### src/lamp_seq_defs.svh
`ifndef LAMP_SEQ_DEFS_SVH
`define LAMP_SEQ_DEFS_SVH

// ****************************************************************
// Register map
// ****************************************************************
`define ADDR_CTRL          4'h0
`define ADDR_STATUS        4'h1
`define ADDR_FAULT         4'h2
`define ADDR_UC_LIMIT      4'h3

// ****************************************************************
// Field positions
// ****************************************************************
`define CTRL_CE_BIT        0
`define CTRL_FIRST_BIT     1
`define ST_SW_EN_BIT       0
`define ST_FIRST_BIT       1
`define ST_FAULT_BIT       2
`define ST_SHUT_BIT        3
`define ST_HS_EN_BIT       4
`define ST_STATE_LSB       5
`define FLT_HIGH_BIT       0
`define FLT_LOW_BIT        1
`define FLT_UC_BIT         2
`define FLT_TIMEOUT_BIT    3

// ****************************************************************
// Reset values and counts
// ****************************************************************
`define CTRL_RESET         32'h0000_0001
`define UC_CYCLES          8
`define FULL_BRIGHT_CYCLES 2

`endif

### src/lamp_seq_pkg.sv
`default_nettype none
package lamp_seq_pkg;

  typedef enum logic [2:0] {
    ST_OFF     = 3'b000,
    ST_START   = 3'b001,
    ST_FULL    = 3'b010,
    ST_RUN     = 3'b011,
    ST_FAULT   = 3'b100,
    ST_TIMEOUT = 3'b101
  } seq_state_t;

endpackage
`default_nettype wire

### src/lamp_fault_startup_sequencer.sv
`timescale 1ns/100ps
`default_nettype none
`include "lamp_seq_defs.svh"

// Operation
// - Chip enable low stops high-side drive at once; low sides run until supply decays.
// - Chip enable low puts regulator base drive in high impedance.
// - Switching stays off until supply good and reference valid are both true.
// - Once running, switching continues until supply drops below turn-off level.
// - No faults during start-up; overvoltage only steers frequency.
// - Current detect above threshold means struck; start-up phase ends.
// - In steady state any enabled fault sets a latch holding switching off.
// - Fault latch clears only by power-on reset or chip enable toggle.
// - High overvoltage checked always after start-up, never blanked.
// - Low overvoltage fault, ignored while blanking ramp is below threshold.
// - Undercurrent fault when no current crossing in 8 clocks, blanked too.
// - Undercurrent counter runs on switching clock at twice drive frequency.
// - Start-up flag high in the off and start-up states only; selects thousandfold smaller ramp current.
// - Switching enable high lets switching run; low stops all switching except the low sides while chip enable is low.
// - Burst gating halts switching once per dimming cycle.
// - Start-up selects small ramp current and grounds auxiliary capacitor.
// - After start-up, large ramp current and auxiliary capacitor open.
// - Each new dimming cycle discharges the blanking ramp then releases it.
// - Soft-start ramp sinks before each cycle, sources once it starts.
// - In start-up, high overvoltage holds soft-start ramp at ground.
// - Battery sense gates only high-side driver, with hysteresis.
// - No strike before start-up interval ends shuts the circuit down.
// - After strike, full brightness for two dimming cycles before burst control.
module lamp_fault_startup_sequencer #(
  parameter int UC_CYCLES   = `UC_CYCLES,
  parameter int FULL_CYCLES = `FULL_BRIGHT_CYCLES
) (
  input  wire  logic        core_clk,
  input  wire  logic        reset_n,
  input  wire  logic        chip_enable_in,
  input  wire  logic        supply_good,
  input  wire  logic        supply_above_off_in,
  input  wire  logic        reference_valid_in,
  input  wire  logic        lamp_overvoltage_high_in,
  input  wire  logic        lamp_overvoltage_low_in,
  input  wire  logic        lamp_current_detect_in,
  input  wire  logic        blanking_ramp_above_in,
  input  wire  logic        battery_sense_in,
  input  wire  logic        battery_sense_high_in,
  input  wire  logic        dimming_on_in,
  input  wire  logic        drive_phase_in,
  input  wire  logic        high_side_pwm_in,
  input  wire  logic [3:0]  avs_address,
  input  wire  logic        avs_read,
  input  wire  logic        avs_write,
  input  wire  logic [31:0] avs_writedata,
  output logic [31:0]       avs_readdata,
  output logic              avs_waitrequest,
  output logic              switching_enable,
  output logic              burst_gating,
  output logic              startup_phase,
  output logic              blanking_ramp_discharge,
  output logic              blanking_ramp_low_current,
  output logic              aux_blanking_cap_switch,
  output logic              soft_start_ramp_source,
  output logic              soft_start_ramp_hold,
  output logic              high_side_gate_drive,
  output logic              low_side_drive_a,
  output logic              low_side_drive_b,
  output logic              regulator_base_drive_out,
  output logic              regulator_base_drive_oe,
  output logic              fault_latched
);

  if (UC_CYCLES < 2 || UC_CYCLES > 255) begin : g_bad_uc
    $error("UC_CYCLES out of range");
  end
  if (FULL_CYCLES < 1 || FULL_CYCLES > 15) begin : g_bad_full
    $error("FULL_CYCLES out of range");
  end

  // ****************************************************************
  // Input synchronisers
  // ****************************************************************
  localparam int NSYNC = 11;
  logic [NSYNC-1:0] sync1_reg;
  logic [NSYNC-1:0] sync2_reg;
  wire  [NSYNC-1:0] raw_in = {chip_enable_in, supply_good, supply_above_off_in,
                              reference_valid_in, lamp_overvoltage_high_in,
                              lamp_overvoltage_low_in, lamp_current_detect_in,
                              blanking_ramp_above_in, battery_sense_in,
                              battery_sense_high_in, dimming_on_in};

  genvar gi;
  generate
    for (gi = 0; gi < NSYNC; gi++) begin : g_sync
      always_ff @(posedge core_clk or negedge reset_n) begin
        if (!reset_n) begin
          sync1_reg[gi] <= 1'b0;
          sync2_reg[gi] <= 1'b0;
        end else begin
          sync1_reg[gi] <= raw_in[gi];
          sync2_reg[gi] <= sync1_reg[gi];
        end
      end
    end
  endgenerate

  wire ce_s      = sync2_reg[10];
  wire vgood_s   = sync2_reg[9];
  wire vabove_s  = sync2_reg[8];
  wire ref_s     = sync2_reg[7];
  wire ovh_s     = sync2_reg[6];
  wire ovl_s     = sync2_reg[5];
  wire cur_s     = sync2_reg[4];
  wire blank_s   = sync2_reg[3];
  wire batlo_s   = sync2_reg[2];
  wire bathi_s   = sync2_reg[1];
  wire dim_s     = sync2_reg[0];

  // ****************************************************************
  // Registers and edge detection
  // ****************************************************************
  logic [31:0]              ctrl_reg;
  logic                     ce_d_reg;
  logic                     dim_d_reg;
  logic                     run_reg;
  logic                     rd_ack_reg;
  logic                     hs_en_reg;
  logic [3:0]               fault_reg;
  logic [7:0]               uc_cnt_reg;
  logic [3:0]               full_cnt_reg;
  lamp_seq_pkg::seq_state_t state_reg;
  lamp_seq_pkg::seq_state_t state_next;

  wire ce_eff  = ce_s & ctrl_reg[`CTRL_CE_BIT];
  wire ce_rise = ce_eff & ~ce_d_reg;
  wire ce_fall = ~ce_eff & ce_d_reg;
  wire dim_start = dim_s & ~dim_d_reg;
  wire dim_end   = ~dim_s & dim_d_reg;
  wire steady    = (state_reg == lamp_seq_pkg::ST_FULL) ||
                   (state_reg == lamp_seq_pkg::ST_RUN);
  wire any_fault = |fault_reg[2:0];

  always_ff @(posedge core_clk or negedge reset_n) begin
    if (!reset_n) begin
      ce_d_reg  <= 1'b0;
      dim_d_reg <= 1'b0;
    end else begin
      ce_d_reg  <= ce_eff;
      dim_d_reg <= dim_s;
    end
  end

  // Supply run window with hysteresis: starts above 4.5 V, stops below 3.5 V.
  always_ff @(posedge core_clk or negedge reset_n) begin
    if (!reset_n) begin
      run_reg <= 1'b0;
    end else if (!vabove_s) begin
      run_reg <= 1'b0;
    end else if (vgood_s && ref_s) begin
      run_reg <= 1'b1;
    end
  end

  // Battery hysteresis for the high-side driver only.
  always_ff @(posedge core_clk or negedge reset_n) begin
    if (!reset_n) begin
      hs_en_reg <= 1'b0;
    end else if (bathi_s) begin
      hs_en_reg <= 1'b1;
    end else if (!batlo_s) begin
      hs_en_reg <= 1'b0;
    end
  end

  // ****************************************************************
  // Sequencer
  // ****************************************************************
  always_comb begin
    state_next = state_reg;
    case (state_reg)
      lamp_seq_pkg::ST_OFF: begin
        if (ce_eff && run_reg) state_next = lamp_seq_pkg::ST_START;
      end
      lamp_seq_pkg::ST_START: begin
        if (cur_s) begin
          state_next = lamp_seq_pkg::ST_FULL;
        end else if (blank_s) begin
          state_next = lamp_seq_pkg::ST_TIMEOUT;
        end
      end
      lamp_seq_pkg::ST_FULL: begin
        if (any_fault) begin
          state_next = lamp_seq_pkg::ST_FAULT;
        end else if (full_cnt_reg == 4'(FULL_CYCLES)) begin
          state_next = lamp_seq_pkg::ST_RUN;
        end
      end
      lamp_seq_pkg::ST_RUN: begin
        if (any_fault) state_next = lamp_seq_pkg::ST_FAULT;
      end
      lamp_seq_pkg::ST_FAULT:   state_next = lamp_seq_pkg::ST_FAULT;
      lamp_seq_pkg::ST_TIMEOUT: state_next = lamp_seq_pkg::ST_TIMEOUT;
      default:                  state_next = lamp_seq_pkg::ST_OFF;
    endcase
  end

  always_ff @(posedge core_clk or negedge reset_n) begin
    if (!reset_n) begin
      state_reg <= lamp_seq_pkg::ST_OFF;
    end else if (!ce_eff || ce_rise) begin
      state_reg <= lamp_seq_pkg::ST_OFF;
    end else begin
      state_reg <= state_next;
    end
  end

  // Counts full-brightness dimming cycles after the strike.
  always_ff @(posedge core_clk or negedge reset_n) begin
    if (!reset_n) begin
      full_cnt_reg <= 4'h0;
    end else if (state_reg != lamp_seq_pkg::ST_FULL) begin
      full_cnt_reg <= 4'h0;
    end else if (dim_start && full_cnt_reg != 4'(FULL_CYCLES)) begin
      full_cnt_reg <= full_cnt_reg + 4'h1;
    end
  end

  // ****************************************************************
  // Fault detection and latch
  // ****************************************************************
  always_ff @(posedge core_clk or negedge reset_n) begin
    if (!reset_n) begin
      uc_cnt_reg <= 8'h00;
    end else if (!steady || !blank_s || cur_s) begin
      uc_cnt_reg <= 8'h00;
    end else if (uc_cnt_reg != 8'(UC_CYCLES)) begin
      uc_cnt_reg <= uc_cnt_reg + 8'h01;
    end
  end

  always_ff @(posedge core_clk or negedge reset_n) begin
    if (!reset_n) begin
      fault_reg <= 4'h0;
    end else begin
      // A fault that arrives together with a chip enable falling edge still latches.
      if (ce_fall || ce_rise) fault_reg <= 4'h0;
      if (steady && ovh_s) fault_reg[`FLT_HIGH_BIT] <= 1'b1;
      if (steady && blank_s && ovl_s) fault_reg[`FLT_LOW_BIT] <= 1'b1;
      if (steady && uc_cnt_reg == 8'(UC_CYCLES)) fault_reg[`FLT_UC_BIT] <= 1'b1;
      if (state_reg == lamp_seq_pkg::ST_TIMEOUT) fault_reg[`FLT_TIMEOUT_BIT] <= 1'b1;
    end
  end

  // ****************************************************************
  // Outputs
  // ****************************************************************
  wire in_start = (state_reg == lamp_seq_pkg::ST_START);
  wire active   = (in_start || steady) && run_reg && !any_fault;

  always_ff @(posedge core_clk or negedge reset_n) begin
    if (!reset_n) begin
      switching_enable          <= 1'b0;
      burst_gating              <= 1'b0;
      startup_phase             <= 1'b1;
      blanking_ramp_low_current <= 1'b1;
      aux_blanking_cap_switch   <= 1'b1;
      blanking_ramp_discharge   <= 1'b1;
      soft_start_ramp_source    <= 1'b0;
      soft_start_ramp_hold      <= 1'b1;
      fault_latched             <= 1'b0;
    end else begin
      switching_enable          <= active;
      burst_gating              <= (state_reg == lamp_seq_pkg::ST_RUN) && !dim_s;
      startup_phase             <= (state_reg == lamp_seq_pkg::ST_OFF) || in_start;
      blanking_ramp_low_current <= (state_reg == lamp_seq_pkg::ST_OFF) || in_start;
      aux_blanking_cap_switch   <= (state_reg == lamp_seq_pkg::ST_OFF) || in_start;
      blanking_ramp_discharge   <= !active || (steady && (dim_start ||
                                   ((state_reg == lamp_seq_pkg::ST_RUN) && !dim_s)));
      soft_start_ramp_source    <= active && !(in_start && ovh_s) &&
                                   ((state_reg != lamp_seq_pkg::ST_RUN) || (dim_s && !dim_end));
      soft_start_ramp_hold      <= !active || (in_start && ovh_s);
      fault_latched             <= any_fault;
    end
  end

  // Drive gating: high side stops at once on chip enable low, low sides run on the supply.
  always_ff @(posedge core_clk or negedge reset_n) begin
    if (!reset_n) begin
      high_side_gate_drive <= 1'b0;
      low_side_drive_a     <= 1'b0;
      low_side_drive_b     <= 1'b0;
    end else begin
      high_side_gate_drive <= ce_eff && switching_enable && !burst_gating &&
                              hs_en_reg && high_side_pwm_in;
      low_side_drive_a     <= run_reg && !any_fault && (switching_enable || !ce_eff) &&
                              !burst_gating && drive_phase_in;
      low_side_drive_b     <= run_reg && !any_fault && (switching_enable || !ce_eff) &&
                              !burst_gating && !drive_phase_in;
    end
  end

  // Regulator base drive is released while chip enable is low.
  always_ff @(posedge core_clk or negedge reset_n) begin
    if (!reset_n) begin
      regulator_base_drive_oe <= 1'b0;
    end else begin
      regulator_base_drive_oe <= ce_eff;
    end
  end
  assign regulator_base_drive_out = 1'b0;

  // ****************************************************************
  // Avalon-MM slave
  // ****************************************************************
  always_ff @(posedge core_clk or negedge reset_n) begin
    if (!reset_n) begin
      ctrl_reg <= `CTRL_RESET;
    end else if (avs_write && avs_address == `ADDR_CTRL) begin
      ctrl_reg <= {31'h0000_0000, avs_writedata[`CTRL_CE_BIT]};
    end
  end

  always_ff @(posedge core_clk or negedge reset_n) begin
    if (!reset_n) begin
      avs_readdata <= 32'h0000_0000;
    end else if (avs_read && !rd_ack_reg) begin
      case (avs_address)
        `ADDR_CTRL:     avs_readdata <= ctrl_reg;
        `ADDR_STATUS:   avs_readdata <= {24'h00_0000, state_reg, hs_en_reg, run_reg,
                                         any_fault, startup_phase, switching_enable};
        `ADDR_FAULT:    avs_readdata <= {28'h000_0000, fault_reg};
        `ADDR_UC_LIMIT: avs_readdata <= {24'h00_0000, uc_cnt_reg};
        default:        avs_readdata <= 32'h0000_0000;
      endcase
    end
  end

  // A read stalls one cycle so that the registered data stand when waitrequest drops.
  always_ff @(posedge core_clk or negedge reset_n) begin
    if (!reset_n) begin
      rd_ack_reg <= 1'b0;
    end else begin
      rd_ack_reg <= avs_read && !rd_ack_reg;
    end
  end

  assign avs_waitrequest = avs_read && !rd_ack_reg;

endmodule
`default_nettype wire

### config.mk
export PLATFORM = sky130hd
export DESIGN_NAME = lamp_fault_startup_sequencer
export DESIGN_NICKNAME = d
export VERILOG_FILES = /design/src/lamp_seq_pkg.sv /design/src/lamp_fault_startup_sequencer.sv
export VERILOG_INCLUDE_DIRS = /design/src
export SDC_FILE = /design/constraint.sdc
export NUM_CORES = 1
export LEC_CHECK = 0
export BUFFER_PORTS_ARGS = -buffer_cell sky130_fd_sc_hd__buf_2
export CORE_MARGIN = 10
export CORE_UTILIZATION = 30
export DETAILED_ROUTE_END_ITERATION = 16
export PLACE_DENSITY_LB_ADDON = 0.05
export RECOVER_POWER = 50
export SYNTH_ARGS = -nofsm -noshare
export SYNTH_HDL_FRONTEND = slang
export SYNTH_SLANG_ARGS = --single-unit
### constraint.sdc
create_clock -name core_clk -period 1.62 [get_ports core_clk]
set_input_delay 0.081 -clock core_clk [delete_from_list [all_inputs] [get_ports core_clk]]
set_output_delay 0.081 -clock core_clk [all_outputs]
set_load 0.005 [all_outputs]
After elaboration in Yosys (flattened, before gate mapping) --
Index checks and enable logic that the tools add are counted.
Operators by class: add/sub/neg operators 2, eq/ne operators 20, muxes and demuxes 22, bitwise operators 9, reduce and logical (&&, ||, !) cells 59
Operator list (count):
- 8-bit one-hot mux with 4 select lines | 1
- 1-bit logical AND | 26
- 3-bit two-way mux | 7
- 3-bit one-hot mux with 6 select lines | 1
- 8-bit two-way mux | 2
- 4-bit by 2-bit == test with 1-bit output (second input constant) | 3
- 1-bit logical OR | 12
- 4-bit two-way mux | 3
- 2-bit nonzero test | 6
- 1-bit logical NOT | 11
- 8-bit by 1-bit adder with 8-bit output (second input constant) | 1
- 8-bit by 4-bit == test with 1-bit output (second input constant) | 1
- 1-bit two-way mux | 8
- 4-bit by 2-bit != test with 1-bit output (second input constant) | 2
- 8-bit by 4-bit != test with 1-bit output (second input constant) | 1
- 3-bit by 2-bit == test with 1-bit output (second input constant) | 2
- 3-bit == test (second input constant) | 2
- 3-bit by 2-bit != test with 1-bit output (second input constant) | 2
- 3-bit != test (second input constant) | 2
- 1-bit AND | 5
- 4-bit by 1-bit adder with 4-bit output (second input constant) | 1
- 4-bit by 1-bit == test with 1-bit output (second input constant) | 1
- 4-bit logical NOT | 1
- 4-bit by 3-bit != test with 1-bit output (second input constant) | 1
- 7 further kinds | 10
Word-level totals: register bits 89, input bits 53, output and inout port bits 47, word-level logic and storage cells 158

Longest topological paths before layout --
word-level depth 7, mapped depth 6, depth with buffers taken out 6

Worst setup path after synthesis --
OpenSTA, ideal clock, no wires.
path type register to register, from register full_cnt_reg[0], to register state_reg[1], library setup time 92 ps, data arrival time 1265 ps, required time 1528 ps, setup slack 263 ps, cell stages (with the launch flop) 7, path buffers 0, period minus slack after synthesis 1357 ps, cell sequence dfrtp_1 > inv_1 > ha_1 > nor3b_4 > nor4b_2 > a21oi_1 > o31ai_2
On the way: cells in the longest elaborated chain, start to end 3
Ends and longest elaborated chain:
- start: declaration | line lamp_fault_startup_sequencer.sv:127 | logic [3:0] full_cnt_reg;
- start signal: assignment | line lamp_fault_startup_sequencer.sv:221 | full_cnt_reg <= full_cnt_reg + 4'h1;
- 4-bit by 2-bit == test with 1-bit output | line lamp_fault_startup_sequencer.sv:191 | end else if (full_cnt_reg == 4'(FULL_CYCLES)) begin
- 4-bit by 2-bit != test with 1-bit output (no source line)
- 4-bit AND reduction (no source line)
- end signal: assignment | line lamp_fault_startup_sequencer.sv:206 | state_reg <= lamp_seq_pkg::ST_OFF;
- end signal: assignment | line lamp_fault_startup_sequencer.sv:208 | state_reg <= lamp_seq_pkg::ST_OFF;
- end signal: assignment | line lamp_fault_startup_sequencer.sv:210 | state_reg <= state_next;
- end: declaration | line lamp_fault_startup_sequencer.sv:128 | lamp_seq_pkg::seq_state_t state_reg;
Every way passes these cells. A chain may end at the register's enable or synchronous reset.

Final worst setup path --
Ends and elaborated chain as after synthesis.

==> qor.yml <==
dr.pass1.iters: 4
initial_core_util_pct: 30.6
async_reset_ff_share_pct: 100
largest_reg_flops: 11
status: "finished clean"
fillers: 937
synth_area_leaders: "dfrtp_1 54%, buf_4 7.2%, dfstp_2 3.7%"
fin_util_pct: 38.6
num_vias: 1884
netlist.area_leader.share_pct: 54.2
synth_area_per_cell_um2: 11.6
clkTransAtPathRegs_ns: 0.07
cts.sinks: 65
rsz0062_at_grt: "yes"
swShare_pct: 21.5
cts_buffers: 9
hold_viol: 0
maxSlewViolCount: 0
tns_ns: 0
yosys.area.top_type: "dfrtp_1"
htree_levels: 3
cts_setup_buffers: 0
die_y_um: 117
cts_tree: "yes"
finalCritPeriodShare_pct: 92.0
path_cells: "inv_1 -> ha_1 -> nor3b_4 -> nor4b_4 -> a21oi_1 -> o31ai_2"
max_freq_mhz: 671
min_period_ns: 1.49
grt_max_degree: 36
dp_hpwl_um: 4620
top_level_ports: 100
finClkSkew_ns: 0.00995
setup_ws_ns: 0.130
initialDrtViolationCount: 84
clockBufferDepth: 2
globalplace.congestion: 0.783
ir_worst_vdd_mv: 0.448
switchingPower_mw: 0.775
cp-start-kind: "flop"
root_buffer: "clkbuf_8"
port_buffers: 43
power.internal_mw: 2.84
syn2layout_area_growth_pct: 26.1
synth.distinct_cells: 47
critPathKind: "reg2reg"
overflow: 0
synth-seq-area-share_pct: 58.0
drc: 0
placeableCoreArea_mm2: 0.00920
power_frac_comb_pct: 5.9
final_common_cell: "dfrtp_1"
leakage_nw: 1.72
drt.antenna.violating_nets: 0
busiest_layer: "met1"
die-area_mm2: 0.0137
final_cell_mix: "61 x dfrtp_1, 42 x buf_2, 25 x conb_1, 17 x nor2_1, 15 x dlygate4sd3_1"
antennaDiodeCount: 0
critPathCaptureType: "flop"
drv_cap: 0
worstPathArrival_ns: 1.74
ys_warn_count: 0
nets: 378
grt_pass1_wl_um: 10100
worst_ep_required_time_ns: 1.87
cp_slowest_cell: "dfrtp_1"
met1_usage_pct: 13.1
cp_max_fo: 5
setup-violations-final: 0
drive_gt1_share_pct: 28.0
power_density_mw_per_mm2: 1020
synth-edff-count: 0
reg2reg_slack_ns: 0.13
syn_inst: 243
relSlewSlack_pct: 42.9
wire_per_inst_um: 14.2
finalWirelength_um: 6210
grtUsageMet3_pct: 3.47
antenna_found_initial: 0
hp-class: "in2reg"
grt.met2_usage_pct: 13.1
dp_slack_ns: 0.158
p_clk_share_pct: 46.9
power_frac_seq_pct: 47.3
insertion_delay_ns: 0.34
tightest_slew_ns: 0.856
grtUsageTotal_pct: 9.68
first_global_vias: 1950
vias_per_cell: 4.32
cpPeakStageDelay_ns: 0.42
die_x_um: 117
netlist_area_mm2: 0.00281
fp-row-count: 35
synth_seq_cells: 65
synth_flop_cell: "dfrtp_1"
-- through the flow --
| stage | instance area, um2 | instances | hold slack (ns) | power, mW |
|---|---|---|---|---|
| floorplan | 2900 | 267 | -0.215 | 1.85 |
| global placement | 3150 | 405 | 0.137 | 1.93 |
| detailed placement | 3150 | 405 | 0.141 | 1.93 |
| CTS | 3540 | 436 | 0.0470 | 3.67 |
| global route | 3550 | 436 | 0.0630 | 3.76 |
| finish | 3550 | 436 | 0.0585 | 3.61 |
-- worst paths after layout --
path	to	start	depth (start not counted)
max	state_reg[1]$_DFFE_PN0P_	full_cnt_reg[0]$_DFFE_PN0P_	6
min	ctrl_reg[0]$_DFFE_PN1P_	avs_write	3
max reg2reg	state_reg[1]$_DFFE_PN0P_	full_cnt_reg[0]$_DFFE_PN0P_	6
min reg2reg	ovh_s$_DFF_PN0_	sync1_reg[6]$_DFF_PN0_	0
max in group asynchronous	fault_reg[1]$_DFFE_PN0P_	reset_n	3
min in group asynchronous	rd_ack_reg$_DFF_PN0_	reset_n	3
-- critical path, delay by kind of cell, from the launching register on --
| family | cells | cell delay (ns) |
|---|---|---|
| AOI/OAI and AO/OA | 2 | 0.25 |
| adders and majority gates | 1 | 0.14 |
| buffers and inverters | 1 | 0.07 |
| DFF | 1 | 0.42 |
| and+or+nand+nor | 2 | 0.51 |
-- area by class of cell --
type                    count  area, um2  area share [%]
flip-flops and latches     65       1630            46.0
repair buffers             74        479            13.5
well taps                 111        139            3.91
inverters                  15       56.3            1.59
clock inverters             5        103            2.89
multi-input cells         155       1000            28.2
clock buffers              11        141            3.98
-- Yosys cell counts (2+ instances only) --
master    number
nand3b_1       2
nand2b_1       3
buf_4         27
xor2_1         5
nand2_1       14
mux2_2         3
nor4b_1        2
o21ai_0       11
nor4_1         3
inv_1         14
nor2b_1        5
o41ai_1        2
xnor2_1        2
and3_1         4
ha_1           5
dfrtp_1       61
nand3_1        6
nand4_1        2
a22o_1         5
nor3_1         5
a21oi_1       10
nor2_1        17
dfstp_2        4
or3_1          2
mux2i_1        5
buf_2          3
-- logic make-up after synthesis --
family,count (synthesis),synth area share [%]
and+or+nand+nor,73,14.9
DFF,65,58.0
buffers and inverters,47,10.3
AOI/OAI and AO/OA,36,8.45
muxes,9,3.91
xor gates and xnor gates,7,2.18
adders and majority gates,5,2.22
other,1,0.133
-- layer usage --
metal | part of all wire, % | up-vias | routed length [um]
li1 | - | 936 | -
met1 | 50 | 873 | 3080
met2 | 40 | 66 | 2470
met3 | 9.0 | 9 | 556
met4 | 1.7 | 0 | 108
met5 | 0 | - | 0
-- power by group through the flow --
stage	combinational, mW	sequential (mW)	clock, mW
after global routing	0.246	1.71	1.81
after floorplan	0.125	1.73	0
after CTS	0.219	1.71	1.74
after detailed placement	0.191	1.74	0
final	0.212	1.71	1.69
after global placement	0.191	1.74	0
-- timing repair --
action                     CTS  global route
hold buffers                15             0
hold endpoints to repair    76             0
setup endpoints to repair    0             2
gates resized for setup      0             2
No activity file was read; power rests on OpenSTA's default activity.
